## config.mk

```make
export PLATFORM = sky130hd
export DESIGN_NAME = bpms_supervisor
export DESIGN_NICKNAME = d
export VERILOG_FILES = /design/src/inc/bpms_pkg.sv /design/src/verilog/bpms_supervisor.sv /design/src/verilog/bpms_sync.sv
export SDC_FILE = /design/constraint.sdc
export NUM_CORES = 1
export LEC_CHECK = 0
export BUFFER_PORTS_ARGS = -buffer_cell sky130_fd_sc_hd__buf_2
export CAP_MARGIN = 20
export CORE_MARGIN = 2
export CORE_UTILIZATION = 45
export CTS_CLUSTER_SIZE = 12
export DETAILED_ROUTE_END_ITERATION = 10
export HOLD_SLACK_MARGIN = 0.12
export PLACE_DENSITY = 0.66
export SYNTH_ARGS = -nofsm -noshare
export SYNTH_HDL_FRONTEND = slang
export SYNTH_HIERARCHICAL = 1
export SYNTH_SLANG_ARGS = --single-unit
```

## constraint.sdc

```tcl
create_clock -name ref_clk_i -period 2.6 [get_ports ref_clk_i]
set_input_delay 0.26 -clock ref_clk_i [delete_from_list [all_inputs] [get_ports ref_clk_i]]
set_output_delay 0.26 -clock ref_clk_i [all_outputs]
set_load 0.005 [all_outputs]
```

## src/inc/bpms_pkg.sv

```systemverilog
package bpms_pkg;
	// timing base
	localparam int CLK_HZ = 25_000_000;
	localparam int CLK_MHZ = CLK_HZ / 1_000_000;
	localparam int UV_DELAY_US = 1000;
	localparam int MIN_ON_NS = 120;
	// least time: round up to whole cycles
	localparam int UV_DELAY_CYC = UV_DELAY_US * CLK_MHZ;
	localparam int MIN_ON_CYC = (MIN_ON_NS * CLK_MHZ + 999) / 1000;
	// counter widths
	localparam int UV_CNT_W = 16;
	localparam int ON_CNT_W = 4;
	localparam int TRIM_W = 4;
	localparam logic [TRIM_W-1:0] TRIM_RST = 4'h8;
	localparam logic [TRIM_W-1:0] TRIM_MAX = 4'hf;
	localparam logic [TRIM_W-1:0] TRIM_MIN = 4'h0;
	// synchronised input bit positions
	localparam int S_EN = 0;
	localparam int S_UV = 1;
	localparam int S_OV = 2;
	localparam int S_OOB = 3;
	localparam int S_OCL = 4;
	localparam int S_NOCL = 5;
	localparam int S_ZC = 6;
	localparam int S_HOT = 7;
	localparam int S_COOL = 8;
	localparam int S_SOFF = 9;
	localparam int S_SON = 10;
	localparam int S_SSD = 11;
	localparam int S_MPG = 12;
	localparam int S_PG = 13;
	localparam int S_TON = 14;
	localparam int S_LATE = 15;
	localparam int S_EARLY = 16;
	localparam int SYNC_W = 17;
	// supervisor states
	typedef enum logic [2:0] {
		ST_OFF = 3'h0,
		ST_RUN = 3'h1,
		ST_OV_DISCH = 3'h2,
		ST_OV_PULSE = 3'h3,
		ST_UV_LATCH = 3'h4,
		ST_OV_LATCH = 3'h5
	} bpms_state_t;
endpackage

```

## src/verilog/bpms_supervisor.sv

```systemverilog
`timescale 1ns/100ps
// What this block does
// high-side stays off while valley current sits above trip level
// feedback under 68% for 1 ms latches both drivers off
// undervoltage timing armed only after soft-start finishes
// feedback over 120% latches high-side off, low-side on to negative limit
// at negative limit low-side off, high-side on for minimum on-time, repeat
// discharge repeats until under-threshold for 1 ms, then high off, low on
// latched faults cleared only by supply reset or enable re-toggle
// feedback 8% high forces low-side on past zero current, no fault
// out-of-bounds low-side conduction ends on negative current limit
// supply lockout stops switching, resumes on on-threshold, no latch
// overtemperature stops switching, resumes after cooling, no latch
// mode grounded: auto-skip, low-side off on zero current
// on-time equal in discontinuous and continuous conduction
// mode tied to power good: continuous conduction at light load
// auto-skip adapts zero-cross timing against late or early detection
// feedback recovery before 1 ms restarts the undervoltage timer
module bpms_supervisor
	import bpms_pkg::*;
#(
	parameter int UV_DELAY_CYCLES = UV_DELAY_CYC
) (
	// clock and reset
	input wire logic ref_clk_i,
	input wire logic arst_n_i,
	// control pins and status
	input wire logic enable_i,
	input wire logic soft_start_done_i,
	input wire logic mode_to_power_good_i,
	input wire logic power_good_output_i,
	input wire logic on_time_req_i,
	// feedback comparators
	input wire logic fb_under_uv_i,
	input wire logic fb_over_ov_i,
	input wire logic fb_over_oob_i,
	// current comparators
	input wire logic valley_current_limit_i,
	input wire logic negative_current_limit_i,
	input wire logic zero_cross_i,
	input wire logic zc_late_i,
	input wire logic zc_early_i,
	// temperature and supply comparators
	input wire logic temp_over_i,
	input wire logic temp_cooled_i,
	input wire logic supply_above_off_i,
	input wire logic supply_above_on_i,
	// gate-drive commands
	output logic hs_on_o,
	output logic ls_on_o,
	// status
	output logic undervoltage_protect_o,
	output logic overvoltage_protect_o,
	output logic out_of_bounds_discharge_o,
	output logic skip_mode_o,
	output logic [TRIM_W-1:0] zc_trim_o
);
	logic [SYNC_W-1:0] raw;
	logic [SYNC_W-1:0] s;
	bpms_state_t st;
	bpms_state_t next_st;
	logic supply_ok;
	logic too_hot;
	logic allow;
	logic uv_armed;
	logic [UV_CNT_W-1:0] uv_cnt;
	logic uv_done;
	logic [ON_CNT_W-1:0] on_cnt;
	logic hs_phase;
	logic pulse_used;
	logic ls_stop;
	logic skip;
	logic next_hs;
	logic next_ls;

	// every comparator and pin is asynchronous to the timing clock; order follows the S_ positions, top bit first
	assign raw = {zc_early_i, zc_late_i, on_time_req_i, power_good_output_i, mode_to_power_good_i, soft_start_done_i,
		supply_above_on_i, supply_above_off_i, temp_cooled_i, temp_over_i, zero_cross_i, negative_current_limit_i,
		valley_current_limit_i, fb_over_oob_i, fb_over_ov_i, fb_under_uv_i, enable_i};
	bpms_sync #(.W(SYNC_W)) u_sync (.ref_clk_i(ref_clk_i), .arst_n_i(arst_n_i), .async_i(raw), .sync_o(s));

	// supply and thermal hysteresis, self-clearing
	always_ff @(posedge ref_clk_i or negedge arst_n_i)
	begin
		if (!arst_n_i)
		begin
			supply_ok <= 1'b0;
			too_hot <= 1'b0;
		end
		else
		begin
			if (!s[S_SOFF])
				supply_ok <= 1'b0;
			else if (s[S_SON])
				supply_ok <= 1'b1;
			if (s[S_HOT])
				too_hot <= 1'b1;
			else if (s[S_COOL])
				too_hot <= 1'b0;
		end
	end

	assign allow = s[S_EN] && supply_ok && !too_hot;
	// forced continuous only once power good is up
	assign skip = !(s[S_MPG] && s[S_PG]);
	assign uv_done = s[S_UV] && (uv_cnt == UV_CNT_W'(UV_DELAY_CYCLES - 1));

	// protection sequencer
	always_comb
	begin
		next_st = st;
		if (!s[S_EN])
			next_st = ST_OFF;
		else
		begin
			case (st)
				ST_OFF:
					if (allow)
						next_st = ST_RUN;
				ST_RUN:
					if (!allow)
						next_st = ST_OFF;
					else if (s[S_OV])
						next_st = ST_OV_DISCH;
					else if (uv_armed && uv_done)
						next_st = ST_UV_LATCH;
				ST_OV_DISCH:
					if (uv_done)
						next_st = ST_OV_LATCH;
					else if (s[S_NOCL])
						next_st = ST_OV_PULSE;
				ST_OV_PULSE:
					if (uv_done)
						next_st = ST_OV_LATCH;
					else if (on_cnt == ON_CNT_W'(MIN_ON_CYC - 1))
						next_st = ST_OV_DISCH;
				ST_UV_LATCH, ST_OV_LATCH:
					next_st = st; // held until reset or enable low
				default:
					next_st = ST_OFF;
			endcase
		end
	end

	always_ff @(posedge ref_clk_i or negedge arst_n_i)
	begin
		if (!arst_n_i)
			st <= ST_OFF;
		else
			st <= next_st;
	end

	// minimum on-time counter for discharge pulses
	always_ff @(posedge ref_clk_i or negedge arst_n_i)
	begin
		if (!arst_n_i)
			on_cnt <= '0;
		else if (st == ST_OV_PULSE)
			on_cnt <= on_cnt + 1'b1;
		else
			on_cnt <= '0;
	end

	// undervoltage arming and delay; drops back to zero on recovery
	always_ff @(posedge ref_clk_i or negedge arst_n_i)
	begin
		if (!arst_n_i)
		begin
			uv_armed <= 1'b0;
			uv_cnt <= '0;
		end
		else
		begin
			if (st == ST_OFF)
				uv_armed <= 1'b0;
			else if (s[S_SSD])
				uv_armed <= 1'b1;
			if (!s[S_UV] || uv_done)
				uv_cnt <= '0;
			else if ((st == ST_RUN && uv_armed) || st == ST_OV_DISCH || st == ST_OV_PULSE)
				uv_cnt <= uv_cnt + 1'b1;
			else
				uv_cnt <= '0;
		end
	end
	// switching cycle: on-time comes from the loop unchanged in either conduction mode
	always_ff @(posedge ref_clk_i or negedge arst_n_i)
	begin
		if (!arst_n_i)
		begin
			hs_phase <= 1'b0;
			pulse_used <= 1'b0;
			ls_stop <= 1'b0;
		end
		else if (st != ST_RUN)
		begin
			hs_phase <= 1'b0;
			pulse_used <= 1'b0;
			ls_stop <= 1'b0;
		end
		else if (hs_phase)
		begin
			if (!s[S_TON])
				hs_phase <= 1'b0;
		end
		else
		begin
			if (!s[S_TON])
				pulse_used <= 1'b0;
			if (s[S_TON] && !pulse_used && !s[S_OCL])
			begin
				hs_phase <= 1'b1;
				pulse_used <= 1'b1;
				ls_stop <= 1'b0;
			end
			else if (s[S_NOCL])
				ls_stop <= 1'b1;
			else if (skip && s[S_ZC] && !s[S_OOB])
				ls_stop <= 1'b1;
		end
	end
	// adaptive zero-cross trim; late detection moves the trip earlier
	always_ff @(posedge ref_clk_i or negedge arst_n_i)
	begin
		if (!arst_n_i)
			zc_trim_o <= TRIM_RST;
		else if (skip && st == ST_RUN && !hs_phase && s[S_ZC])
		begin
			if (s[S_LATE] && zc_trim_o != TRIM_MAX)
				zc_trim_o <= zc_trim_o + 1'b1;
			else if (s[S_EARLY] && !s[S_LATE] && zc_trim_o != TRIM_MIN)
				zc_trim_o <= zc_trim_o - 1'b1;
		end
	end
	// gate commands; hs and ls are never requested together
	assign next_hs = (st == ST_RUN && hs_phase) || st == ST_OV_PULSE;
	assign next_ls = (st == ST_RUN && !hs_phase && !ls_stop) || st == ST_OV_DISCH || st == ST_OV_LATCH;
	always_ff @(posedge ref_clk_i or negedge arst_n_i)
	begin
		if (!arst_n_i)
		begin
			hs_on_o <= 1'b0;
			ls_on_o <= 1'b0;
			undervoltage_protect_o <= 1'b0;
			overvoltage_protect_o <= 1'b0;
			out_of_bounds_discharge_o <= 1'b0;
			skip_mode_o <= 1'b1;
		end
		else
		begin
			hs_on_o <= next_hs;
			ls_on_o <= next_ls;
			undervoltage_protect_o <= (st == ST_UV_LATCH);
			overvoltage_protect_o <= (st == ST_OV_LATCH);
			out_of_bounds_discharge_o <= (st == ST_RUN) && s[S_OOB];
			skip_mode_o <= skip;
		end
	end
endmodule // bpms_supervisor

```

## src/verilog/bpms_sync.sv

```systemverilog
`timescale 1ns/100ps
// two-stage synchroniser bank, one pair per input bit
module bpms_sync #(
	parameter int W = 1
) (
	// clock and reset
	input wire logic ref_clk_i,
	input wire logic arst_n_i,
	// asynchronous levels in, synchronised levels out
	input wire logic [W-1:0] async_i,
	output logic [W-1:0] sync_o
);
	genvar g;
	generate
		for (g = 0; g < W; g++)
		begin : g_bit
			logic meta;
			// first stage feeds only the second stage
			always_ff @(posedge ref_clk_i or negedge arst_n_i)
			begin
				if (!arst_n_i)
				begin
					meta <= 1'b0;
					sync_o[g] <= 1'b0;
				end
				else
				begin
					meta <= async_i[g];
					sync_o[g] <= meta;
				end
			end
		end
	endgenerate
endmodule // bpms_sync

```

==> results.md, run 1 <==
- For this run, the register share of the synthesized area comes to 65.7%.
- The XOR/XNOR share of the synthesized area is 6.29%.
- The total count of hold-check failures in the final report came to 0.
- The largest single stage delay on the critical path is 0.54 ns.
- The max-slew violation total from the final report is 0.
- The critical path launch point type is a register.
- The final design utilization is 56.7%.
- The busiest layer in global routing is met2.
- The path class of the lowest-slack min-delay path is reg2reg.
- The instance count of the mapped netlist is 223.
- The final layout contains 302 nets.
- Summed over all cells, the static leakage comes to 1.55 nW.
- The dominant delay contributor by cell family on the critical path is simple AND/OR/NAND/NOR gates.
- The total iterations of the first detailed-routing run is 4.
- The DRC violation count after routing is 0.
- The total clock buffers created by CTS is 9.
- In this run the number of H-tree levels came out at 3.
- The worst path uses 79.0% of the clock period.
- In the routed layout, each cell is associated on average with a via count of 4.91.
- The fraction of final layout cells with drive strength greater than 1 is 19.5%.
- The layout overhead on the synthesized area is 21.3%.
- After legalization and detailed placement, the total HPWL measured 2.90 mm.
- The number of antenna violations at the first check in global routing is 0.
- Yosys mapped a number of flops with a built-in enable equal to 0.
- The setup total negative slack is 0 ns.
- OpenSTA, run right after detailed placement, puts the worst setup slack at 0.545 ns.
- By count the netlist is led by 71 x sky130_fd_sc_hd__dfrtp_1, 32 x sky130_fd_sc_hd__nor2_1, 17 x sky130_fd_sc_hd__nand2_1.
- The total nets after synthesis is 248.
- Yosys instantiated no cell more often than sky130_fd_sc_hd__dfrtp_1.
- The simple-gate area share of the yosys netlist is 15.5%.
- The analysis attributes to net switching a power of 0.000685 W.
- Clock-pin slew was measured on the worst setup and hold paths at 0.07 ns.
- The critical path start-end classification is reg2reg.
- After detailed routing, the average wire length per cell comes to 12.8 um.
- The post-synthesis register bit count is 73.
- The clock tree from TritonCTS is built.
- The number of synthesis warnings is 6.
- The full die area is 6830 um^2.
- The number of buffers and inverters on the critical path is 0.
- STA puts the critical path data arrival time at 2.25 ns.
- The met1 track demand over resource is 18.1%.
- For this design the ratio of total power to cell area is 768 nW/um^2.
- The post-synthesis adder-cell area fraction is 2.97%.
- The clock root buffer is sky130_fd_sc_hd__clkbuf_8.
- The total number of vias is 1,752.
- In this run the tightest slew margin relative to its limit is 59.0%.
- The design draws 0.00259 W.
- The post-synth design cell area is 2780 um^2.
- The overall track demand over capacity in global routing is 15.4%.
- For the pin with the worst max-slew slack, the measured transition is 0.611 ns.
- The clock reaches the later pin of the worst-skew pair after 0.34 ns.
- In this run the standard cell core region covers 5960 um^2.
- The repair_antennas step left the layout with diodes totalling 0.
- The maximum clock insertion buffer count is 2.
- On the critical path, the stage with the largest delay is an instance of sky130_fd_sc_hd__or4_1.
- Per report_power, the sequential group accounts for 51.6% of the total.
- The share of flip-flops with an asynchronous set or reset after synthesis is 100%.
- For this configuration, the core starts out at a cell density of 46.7%.
- The final worst hold slack is 0.345 ns.
- The fraction of the mapped netlist area in compound gates is 6.16%.
- The vertical extent of the die is 82.6 um.
- The congestion estimate from routability-driven global placement came to 0.823.
- The number of violations reported at the end of detailed-routing iteration 0 is 118.
- The largest net degree at the start of global routing is 74.
- The count of boundary I/O pins is 29.
- The worst clock skew is 0.00780 ns.
- The clock net in this run drives a total of 73 sinks.
- The worst-case IR drop observed on VDD is 0.000413 V.
- Internal power comes to 0.00191 W.
- Global routing consumed, on the met2 layer, 25.6% of the routing resources.
- In the synthesized netlist, mux cells make up 0.764% of the area.
- The wire length of the first global-routing pass is 7.64 mm.
- The area share of the largest cell type after synthesis is 63.8%.
- Once detail routing completed, the nets flagged for antenna violations numbered 0.
- The commonest register cell after synthesis is sky130_fd_sc_hd__dfrtp_1.
- The port buffer count is 28.
- For the worst setup path, the data required time is 2.80 ns.
- The final-report setup violation count is 0.
- The share of power burned in combinational logic is 14.8%.
- sky130_fd_sc_hd__dfrtp_1 takes more of the synthesized area than any other cell.
- The switching share of power is 26.4%.
- Dividing the synthesized area by the synthesized cell count gives 12.5 um^2.
- The global-route track usage on met3 is 4.24%.
- Counting distinct cell types in the post-synthesis netlist gives 44.
- The count of standard-cell rows is 28.
- Setup repair after global routing left no endpoint under its margin.
- The number of global-route vias before repair is 1,736.
- The number of maximum-capacitance violations is 0.
- Of all nets on the critical path, the largest fanout is 15.
- The dominant combinational cell family by area after synthesis is simple AND/OR/NAND/NOR gates.
- The maximum clock rate is 0.487 GHz.
- The post-route worst setup slack is 0.545 ns.
- The clock network is responsible for 33.6% of the overall power.
- The aggregate global routing overflow is 0.
- The floorplan die width is 82.6 um.
- The routed design could run at a clock period as short as 2.05 ns.
- By area the synthesized netlist is led by sky130_fd_sc_hd__dfrtp_1 64%, sky130_fd_sc_hd__nor2_1 4.3%, sky130_fd_sc_hd__xor2_1 3.5%, sky130_fd_sc_hd__xnor2_1 2.8%, sky130_fd_sc_hd__nand2_1 2.3%.
- The final layout contains routed wiring with a total length of 4.56 mm.
- STA classifies the critical path endpoint as a register.
- The count of fill cells added during filler insertion is 522.
- After clock tree synthesis, the repair step resized 0 gates.
- Walking the worst path, the cells encountered are or4_1 -> nor4_2 -> or2_1 -> nor2_1.
- The flow ran to the end, and the final reports show no timing, DRC or antenna violations.
-- sequential cells by signal, indices dropped and copies added (netlist names), 3 cells and up --
name,flops
u_sync/sync_o,17
u_sync/g_bit.meta,17
zc_trim_o,4
st,3
on_cnt,4
uv_cnt,16
-- layer usage --
| metal | vias up | wire (um) | share of wire [%] |
|---|---|---|---|
| met1 | 851 | 2060 | 45 |
| met5 | - | 0 | 0 |
| met2 | 28 | 2260 | 49 |
| met3 | 9 | 149 | 3.3 |
| li1 | 864 | - | - |
| met4 | 0 | 91 | 2.0 |
-- cells in the final DEF, fill, tap and decap left out, types with 2 or more instances in the layout --
master | synthesis | final
sky130_fd_sc_hd__dfstp_2 | 2 | 2
sky130_fd_sc_hd__clkbuf_8 | 0 | 10
sky130_fd_sc_hd__o21a_1 | 2 | 2
sky130_fd_sc_hd__xor2_1 | 11 | 11
sky130_fd_sc_hd__nor2_1 | 32 | 32
sky130_fd_sc_hd__or4_1 | 3 | 3
sky130_fd_sc_hd__nand2b_1 | 2 | 2
sky130_fd_sc_hd__o221a_2 | 2 | 2
sky130_fd_sc_hd__nand2_1 | 17 | 17
sky130_fd_sc_hd__dlygate4sd3_1 | 0 | 18
sky130_fd_sc_hd__nand4_1 | 3 | 3
sky130_fd_sc_hd__dfrtp_1 | 71 | 71
sky130_fd_sc_hd__a21oi_1 | 5 | 5
sky130_fd_sc_hd__ha_1 | 5 | 5
sky130_fd_sc_hd__inv_1 | 7 | 7
sky130_fd_sc_hd__clkinv_2 | 0 | 2
sky130_fd_sc_hd__nand3_1 | 11 | 11
sky130_fd_sc_hd__xnor2_1 | 9 | 9
sky130_fd_sc_hd__nor3_1 | 5 | 5
sky130_fd_sc_hd__o21ai_0 | 5 | 5
sky130_fd_sc_hd__buf_2 | 0 | 28
sky130_fd_sc_hd__and3b_1 | 2 | 2
sky130_fd_sc_hd__a21o_1 | 2 | 2
sky130_fd_sc_hd__and4_1 | 2 | 2
-- power by group through the flow --
stage / sequential [W] / clock [W] / combinational [W]
after floorplan: 0.00133 / 0 / 0.000262
after global placement: 0.00135 / 0 / 0.000355
after detailed placement: 0.00136 / 0 / 0.000367
after CTS: 0.00134 / 0.000900 / 0.000391
after global routing: 0.00136 / 0.000950 / 0.000443
final: 0.00134 / 0.000871 / 0.000383
-- logic make-up after synthesis --
logic type                 after synthesis
buffers and inverters                   12
AOI/OAI and AO/OA                       24
adders and majority gates                6
xor gates and xnor gates                20
muxes                                    2
DFF                                     73
and+or+nand+nor                         86
-- metrics by stage --
step	cells	instance area (um^2)
final	357	3380
after global placement	323	3000
after CTS	357	3380
after detailed placement	323	3000
after floorplan	223	2780
after global routing	357	3380
-- cell type report --
type / count / area, um^2 / area share (%)
flip-flops and latches: 73 / 1830 / 54.2
multi-input cells: 138 / 881 / 26.1
repair buffers: 48 / 348 / 10.3
clock buffers: 11 / 141 / 4.19
well taps: 75 / 93.8 / 2.78
clock inverters: 5 / 56.3 / 1.67
inverters: 7 / 26.3 / 0.778
-- repair_timing --
action                                 CTS  global route
endpoints found under the hold margin   88             0
hold buffers                            18             0
buffers inserted                         0             0
-- final timing paths --
kind | cells after the start | slack (ns) | start | endpoint
min | 0 | 0.35 | u_sync/g_bit[12].meta$_DFF_PN0_ | u_sync/sync_o[12]$_DFF_PN0_
min reg2reg | 0 | 0.35 | u_sync/g_bit[12].meta$_DFF_PN0_ | u_sync/sync_o[12]$_DFF_PN0_
max in group asynchronous | 3 | 1.80 | arst_n_i | skip_mode_o$_DFF_PN1_
min in group asynchronous | 3 | 0.47 | arst_n_i | on_cnt[2]$_DFF_PN0_
max | 4 | 0.55 | uv_cnt[6]$_DFF_PN0_ | uv_cnt[8]$_DFF_PN0_
max reg2reg | 4 | 0.55 | uv_cnt[6]$_DFF_PN0_ | uv_cnt[8]$_DFF_PN0_
Power figures use the tool's default switching activity.
==> run 2: changes to the inputs <==
PLACE_DENSITY = 0.68   (was 0.66)
clock period = 1.8 ns   (was 2.6 ns; I/O delays follow)
==> run 2 against run 1 <==
- global-route usage increased by 0.30 points
- sequential share of layout area decreased by 2.5 points
- critical path depth increased by 1
- fmax increased by 20%
- worst setup slack got worse by 0.46 ns
- first-iteration DRC count decreased by 19%
- critical path type unchanged
- critical endpoint is now uv_cnt[5]$_DFF_PN0_
- largest power group unchanged
==> results.md, run 2 (same netlist as run 1, synthesis figures left out) <==
- The maximum clock insertion buffer count came to 2 (unchanged).
- The total count of hold-check failures in the final report came to 0 (unchanged).
- The wire length of the first global-routing pass was 7.98 mm (was 7.64 mm).
- The starting density of the core is 46.7% (unchanged).
- The arrival time reported for the critical path endpoint is 1.93 ns (was 2.25 ns).
- The overall track demand over capacity in global routing was 15.7% (was 15.4%).
- The number of violations reported at the end of detailed-routing iteration 0 is 96 (was 118).
- The share of the clock period used by the worst path after layout is 95.3% (was 79.0%).
- Cell breakdown of the critical path: or4_4 -> nor4_4 -> or2_1 -> buf_12 -> nor2_1 (was or4_1 -> nor4_2 -> or2_1 -> nor2_1).
- The post-detailed-route via-to-cell ratio was 4.84 (was 4.91).
- The clock root buffer is sky130_fd_sc_hd__clkbuf_8 (unchanged).
- The total iterations of the first detailed-routing run came to 4 (unchanged).
- The critical register-to-register path startpoint is uv_cnt[12]$_DFF_PN0_ (was uv_cnt[6]$_DFF_PN0_).
- The global placement routability congestion was 0.874 (was 0.823).
- The deepest level of the CTS H-tree is 3 (unchanged).
- The total setup buffers inserted after CTS is 0 (unchanged).
- The max-slew violation total from the final report is 0 (unchanged).
- The area after detailed placement is 3130 um^2 (was 3000 um^2).
- The cell area power density is 1080 nW/um^2 (was 768 nW/um^2).
- The worst clock skew is 0.00542 ns (was 0.00780 ns).
- The setup total negative slack is 0 ns (unchanged).
- The detailed route wirelength on metal2 is 2.17 mm (was 2.26 mm).
- The vertical extent of the die is 82.6 um (unchanged).
- The number of global-route vias before repair is 1,776 (was 1,736).
- The switching share of power is 25.7% (was 26.4%).
- The aggregate global routing overflow is 0 (unchanged).
- The maximum fanout along the worst path came to 15 (unchanged).
- The post-layout net count came to 316 (was 302).
- The fraction of final layout cells with drive strength greater than 1 came to 24.0% (was 19.5%).
- The required time at the endpoint of the critical path is 2.02 ns (was 2.80 ns).
- The uppermost signal routing layer after detailed routing was met4 (unchanged).
- The internal power summed over all cells came to 0.00284 W (was 0.00191 W).
- Largest registers in the final layout: u_sync/g_bit.meta (17), u_sync/sync_o (17), uv_cnt (16) (unchanged).
- The number of antenna violations at the first check in global routing is 0 (unchanged).
- The clock network latency to the later pin of the worst-skew pair is 0.33 ns (was 0.34 ns).
- The sort of element at the end of the critical path is a register (unchanged).
- The number of nets still failing antenna checks after routing is 0 (unchanged).
- The floorplan die width is 82.6 um (unchanged).
- The clock tree from TritonCTS is built (unchanged).
- The minimum period implied by the final worst setup slack is 1.72 ns (was 2.05 ns).
- The clock edge transition at the registers on the reported setup and hold paths is 0.07 ns (about the same).
- The critical path start-end classification is reg2reg (unchanged).
- Most used cells in the layout excluding fill and tap cells: 71 x sky130_fd_sc_hd__dfrtp_1, 32 x sky130_fd_sc_hd__nor2_1, 28 x sky130_fd_sc_hd__buf_2 (unchanged).
- The count of buffering cells on the critical path with inverters included is 1 (was 0).
- The worst-margin pin slew came to 0.503 ns (was 0.611 ns).
- The maximum clock rate was 0.583 GHz (was 0.487 GHz).
- The longest individual stage delay on the worst path came to 0.55 ns (was 0.54 ns).
- The final standard cell area without fillers was 3540 um^2 (was 3380 um^2).
- The fraction of power consumed by the clock network is 31.7% (was 33.6%).
- The power share of the sequential group is 50.2% (was 51.6%).
- Unrepaired setup endpoints after global routing: yes (was no).
- The dominant delay contributor by cell family on the critical path is simple AND/OR/NAND/NOR gates (unchanged).
- The detailed route wirelength on metal3 is 212 um (was 149 um).
- The share of power burned in combinational logic is 18.1% (was 14.8%).
- The detailed-route wire length per cell is 12.3 um (was 12.8 um).
- The count of fill cells added during filler insertion is 484 (was 522).
- The total wirelength of the detailed-routed design came to 4.57 mm (was 4.56 mm).
- The final-report setup violation count is 0 (unchanged).
- The power dissipated by switching net loads is 0.000979 W (was 0.000685 W).
- The sum of net half-perimeters after detailed placement is 3.14 mm (was 2.90 mm).
- The critical path launch point type is a register (unchanged).
- The start point of the critical path is uv_cnt[12]$_DFF_PN0_ (was uv_cnt[6]$_DFF_PN0_).
- The total number of vias is 1,796 (was 1,752).
- The count of boundary I/O pins is 29 (unchanged).
- The DRC violation count after routing came to 0 (unchanged).
- The max-slew headroom at the worst pin is 66.5% (was 59.0%).
- The leakage power figure is 1.63 nW (was 1.55 nW).
- Outcome: complete, no violations (unchanged).
- The commonest non-fill, non-tap cell in the layout is sky130_fd_sc_hd__dfrtp_1 (unchanged).
- The full die area is 6830 um^2 (unchanged).
- The worst ir drop on vdd is 0.000819 V (was 0.000413 V).
- The port buffer count is 28 (unchanged).
- The area of the core came to 5960 um^2 (unchanged).
- The count of standard-cell rows is 28 (unchanged).
- The number of maximum-capacitance violations came to 0 (unchanged).
- The path class of the lowest-slack min-delay path was in2async (was reg2reg).
- The antenna cell count came to 0 (unchanged).
- The length of routed wiring on met1 is 2.15 mm (was 2.06 mm).
- The total clock buffers created by CTS is 9 (unchanged).
- The standard cell with the maximum stage delay on the critical path is sky130_fd_sc_hd__or4_4 (was sky130_fd_sc_hd__or4_1).
- The layout overhead on the synthesized area was 27.1% (was 21.3%).
- The largest net degree at the start of global routing was 31 (was 74).
- The total clock sinks was 73 (unchanged).
==> run 2: changes by cell type in the layout (fill, tap and decap cells not counted), sizes merged <==
cell,previous run,this run
clkinv,3,2
clkinvlp,1,0
clkbuf,11,13
buf,30,44
==> run 2: power by group through the flow <==
stage                     combinational (W)  clock [W]  sequential, W
final                              0.000692    0.00121        0.00192
after detailed placement           0.000623          0        0.00194
after floorplan                    0.000380          0        0.00192
after global placement             0.000611          0        0.00193
after global routing               0.000781    0.00134        0.00194
after CTS                          0.000654    0.00125        0.00191
==> run 2: cell type report <==
cell class	instances	area, um^2	area share, %
sequential	73	1830	51.7
multi-input combinational	138	921	26.0
timing repair buffer	62	478	13.5
clock buffer	13	149	4.21
tap	75	93.8	2.65
clock inverter	3	40.0	1.13
inverter	7	26.3	0.743
==> run 2: worst register-to-register path: stages (launching register included) <==
cell	delay, ns
sky130_fd_sc_hd__dfrtp_1	0.40
sky130_fd_sc_hd__or4_4	0.55
sky130_fd_sc_hd__nor4_4	0.26
sky130_fd_sc_hd__or2_1	0.19
sky130_fd_sc_hd__buf_12	0.15
sky130_fd_sc_hd__nor2_1	0.05
==> run 2: what timing repair did <==
item | in CTS | in global routing
gates resized for setup | 0 | 6
hold endpoints to repair | 34 | 0
hold buffers | 18 | 0
setup endpoints to repair | 0 | 19
==> run 2: worst paths after layout <==
path	cells after the start	endpoint	slack, ns
max reg2reg	5	uv_cnt[5]$_DFF_PN0_	0.08
max	5	uv_cnt[5]$_DFF_PN0_	0.08
min reg2reg	0	u_sync/sync_o[16]$_DFF_PN0_	0.35
min in group ref_clk_i	0	u_sync/sync_o[16]$_DFF_PN0_	0.35
min	2	overvoltage_protect_o$_DFF_PN0_	0.34
max in group asynchronous	3	skip_mode_o$_DFF_PN1_	0.88
==> run 2: layer usage <==
| metal | track usage, % | vias to the layer above |
|---|---|---|
| met5 | 0 | - |
| met4 | 3.44 | 0 |
| met3 | 6.20 | 6 |
| met2 | 25.2 | 31 |
| met1 | 20.3 | 873 |
| li1 | - | 886 |
==> run 2: stage by stage <==
step	power, W	hold WS [ns]	util [%]	setup WS, ns	cells
final	0.00382	0.344	59.4	0.0839	371
after global routing	0.00406	0.351	59.4	-0.0145	371
after CTS	0.00381	0.348	58.8	0.0185	371
after detailed placement	0.00256	0.175	52.6	0.0277	337
after global placement	0.00254	0.172	52.6	0.0521	337
after floorplan	0.00230	-0.116	-	0.0400	223
==> run 3: changes to the inputs <==
RECOVER_POWER = 100   (was default)
==> run 3 against run 2 <==
- cell area is 0.57% lower
- cell count stayed put
- critical path depth stayed put
- core utilization is 0.34 points lower
- sequential cell count stayed put
- wire length is 0.11% higher
- total power is 0.60% lower
- critical path type unchanged
- critical endpoint is now st[2]$_DFFE_PN0P_
- largest cell class unchanged
==> results.md, run 3 (same netlist as run 1, synthesis figures left out) <==
- The total count of hold-check failures in the final report is 0 (unchanged).
- The full die area came to 6830 um^2 (unchanged).
- The clock edge transition at the registers on the reported setup and hold paths is 0.07 ns (about the same).
- The post-detailed-route via-to-cell ratio is 4.85 (was 4.84).
- The total setup buffers inserted after CTS is 0 (unchanged).
- The start point of the critical path is uv_cnt[12]$_DFF_PN0_ (unchanged).
- The final-report setup violation count was 0 (unchanged).
- The port buffer count is 28 (unchanged).
- The footprint of the multi-input gates is 921 um^2 (unchanged).
- The fraction of final layout cells with drive strength greater than 1 is 21.3% (was 24.0%).
- The DRC violation count after routing was 0 (unchanged).
- The number of violations reported at the end of detailed-routing iteration 0 came to 79 (was 96).
- The global placement routability congestion is 0.874 (unchanged).
- The critical path start-end classification is reg2reg (unchanged).
- The number of maximum-capacitance violations is 0 (unchanged).
- The critical path launch point type is a register (unchanged).
- The minimum period implied by the final worst setup slack is 1.74 ns (was 1.72 ns).
- Most used cells in the layout excluding fill and tap cells: 71 x sky130_fd_sc_hd__dfrtp_1, 32 x sky130_fd_sc_hd__nor2_1, 24 x sky130_fd_sc_hd__buf_2 (was 71 x sky130_fd_sc_hd__dfrtp_1, 32 x sky130_fd_sc_hd__nor2_1, 28 x sky130_fd_sc_hd__buf_2).
- The number of antenna violations at the first check in global routing is 0 (unchanged).
- The count of fill cells added during filler insertion is 483 (was 484).
- The floorplan die width is 82.6 um (unchanged).
- Unrepaired setup endpoints after global routing: yes (unchanged).
- The sort of element at the end of the critical path is a register (unchanged).
- The cell area power density is 1080 nW/um^2 (about the same).
- The register area is 1830 um^2 (unchanged).
- The final worst hold slack came to 0.348 ns (was 0.344 ns).
- The total number of vias was 1,798 (was 1,796).
- The worst clock skew is 0.00545 ns (was 0.00542 ns).
- The register-to-register setup slack is 0.06 ns (was 0.08 ns).
- The number of nets still failing antenna checks after routing was 0 (unchanged).
- The vertical extent of the die is 82.6 um (unchanged).
- The total clock sinks is 73 (unchanged).
- Outcome: complete, no violations (unchanged).
- The sum of net half-perimeters after detailed placement is 3.14 mm (unchanged).
- The worst ir drop on vdd is 0.000819 V (about the same).
- The layout overhead on the synthesized area is 26.4% (was 27.1%).
- The clock tree from TritonCTS is built (unchanged).
- The final design utilization is 59.1% (was 59.4%).
- The overall track demand over capacity in global routing was 15.7% (unchanged).
- The leakage power figure came to 1.60 nW (was 1.63 nW).
- Counting instances, the worst hold path has a depth of 0.
- The wire length of the first global-routing pass came to 7.98 mm (unchanged).
- The number of global-route vias before repair is 1,776 (unchanged).
- The share of the clock period used by the worst path after layout is 96.4% (was 95.3%).
- The commonest non-fill, non-tap cell in the layout was sky130_fd_sc_hd__dfrtp_1 (unchanged).
- The max-slew headroom at the worst pin is 19.4% (was 66.5%).
- The starting density of the core is 46.7% (unchanged).
- The antenna cell count was 0 (unchanged).
- The area of the core was 5960 um^2 (unchanged).
- The required time at the endpoint of the critical path is 2.06 ns (was 2.02 ns).
- The worst-margin pin slew is 1.21 ns (was 0.503 ns).
- The path class of the lowest-slack min-delay path is reg2reg (was in2async).
- The total wirelength of the detailed-routed design is 4.58 mm (was 4.57 mm).
- The termination of the worst setup path is st[2]$_DFFE_PN0P_ (was uv_cnt[5]$_DFF_PN0_).
- The count of standard-cell rows came to 28 (unchanged).
- Largest registers in the final layout: u_sync/g_bit.meta (17), u_sync/sync_o (17), uv_cnt (16) (unchanged).
- The total iterations of the first detailed-routing run came to 5 (was 4).
- The clock root buffer was sky130_fd_sc_hd__clkbuf_8 (unchanged).
- The maximum clock insertion buffer count was 2 (unchanged).
- The count of boundary I/O pins is 29 (unchanged).
- The clock network latency to the later pin of the worst-skew pair is 0.33 ns (about the same).
- The total clock buffers created by CTS was 9 (unchanged).
- The number of cells on the worst reg-to-reg path is 5 (unchanged).
- The largest net degree at the start of global routing came to 31 (unchanged).
- The destination of the worst register-to-register timing path is st[2]$_DFFE_PN0P_ (was uv_cnt[5]$_DFF_PN0_).
- The aggregate global routing overflow is 0 (unchanged).
- The maximum clock rate is 0.576 GHz (was 0.583 GHz).
- The deepest level of the CTS H-tree is 3 (unchanged).
- The detailed-route wire length per cell is 12.3 um (about the same).
- The max-slew violation total from the final report is 0 (unchanged).
- The critical register-to-register path startpoint is uv_cnt[12]$_DFF_PN0_ (unchanged).
- The maximum fanout along the worst path was 3 (was 15).
- The arrival time reported for the critical path endpoint came to 2.00 ns (was 1.93 ns).
- The post-layout net count came to 316 (unchanged).
-- run 3: changes by cell type in the layout (fill, tap and decap cells not counted), sizes merged --
| cell | delta |
|---|---|
| buf | -8 |
| clkbuf | +8 |
-- run 3: area by class of cell --
type | instances | share of cell area, %
Tap cell | 75 | 2.67
Multi-Input combinational cell | 138 | 26.2
Sequential cell | 73 | 52.0
Clock buffer | 13 | 4.23
Clock inverter | 3 | 1.14
Inverter | 7 | 0.747
Timing Repair Buffer | 62 | 13.0
-- run 3: repair_timing --
item / 4_1_cts / 5_1_grt
endpoints found under the hold margin: 34 / 0
resized for setup: 0 / 6
setup endpoints to repair: 0 / 19
hold buffers: 18 / 0
-- run 3: metrics by stage --
stage	worst slack [ns]	power, W	setup TNS, ns	instances	area, um^2
after floorplan	0.0400	0.00230	0	223	2790
after CTS	0.0185	0.00381	0	371	3500
final	0.0640	0.00379	0	371	3520
after detailed placement	0.0277	0.00256	0	337	3130
after global placement	0.0521	0.00254	0	337	3130
after global routing	-0.0145	0.00403	-0.0413	371	3520
-- run 3: how the worst min path moves through the flow --
stage	to	from
2_1_floorplan	hs_on_o$_DFF_PN0_	arst_n_i
3_3_place_gp	on_cnt[2]$_DFF_PN0_	arst_n_i
3_5_place_dp	overvoltage_protect_o$_DFF_PN0_	arst_n_i
4_1_cts	overvoltage_protect_o$_DFF_PN0_	arst_n_i
5_1_grt	u_sync/sync_o[4]$_DFF_PN0_	u_sync/g_bit[4].meta$_DFF_PN0_
6_report	u_sync/sync_o[16]$_DFF_PN0_	u_sync/g_bit[16].meta$_DFF_PN0_
-- run 3: metal layers --
metal / vias to the layer above / share of wire, % / global-route usage, %
li1: 886 / - / -
met1: 873 / 47 / 20.3
met2: 33 / 47 / 25.2
met3: 6 / 4.7 / 6.20
met4: 0 / 0.85 / 3.44
met5: - / 0 / 0
-- run 3: worst max-delay path, cell delays in order (launching register included) --
cell and delay [ns]:
sky130_fd_sc_hd__dfrtp_1 0.40, sky130_fd_sc_hd__or4_4 0.55, sky130_fd_sc_hd__nor4_4 0.26, sky130_fd_sc_hd__o211ai_1 0.17, sky130_fd_sc_hd__o21a_1 0.19, sky130_fd_sc_hd__nor2_1 0.09
-- run 3: report_power, final --
group	internal (W)	switching [W]
sequential	0.00179	0.000125
combinational	0.000350	0.000319
clock	0.000675	0.000534
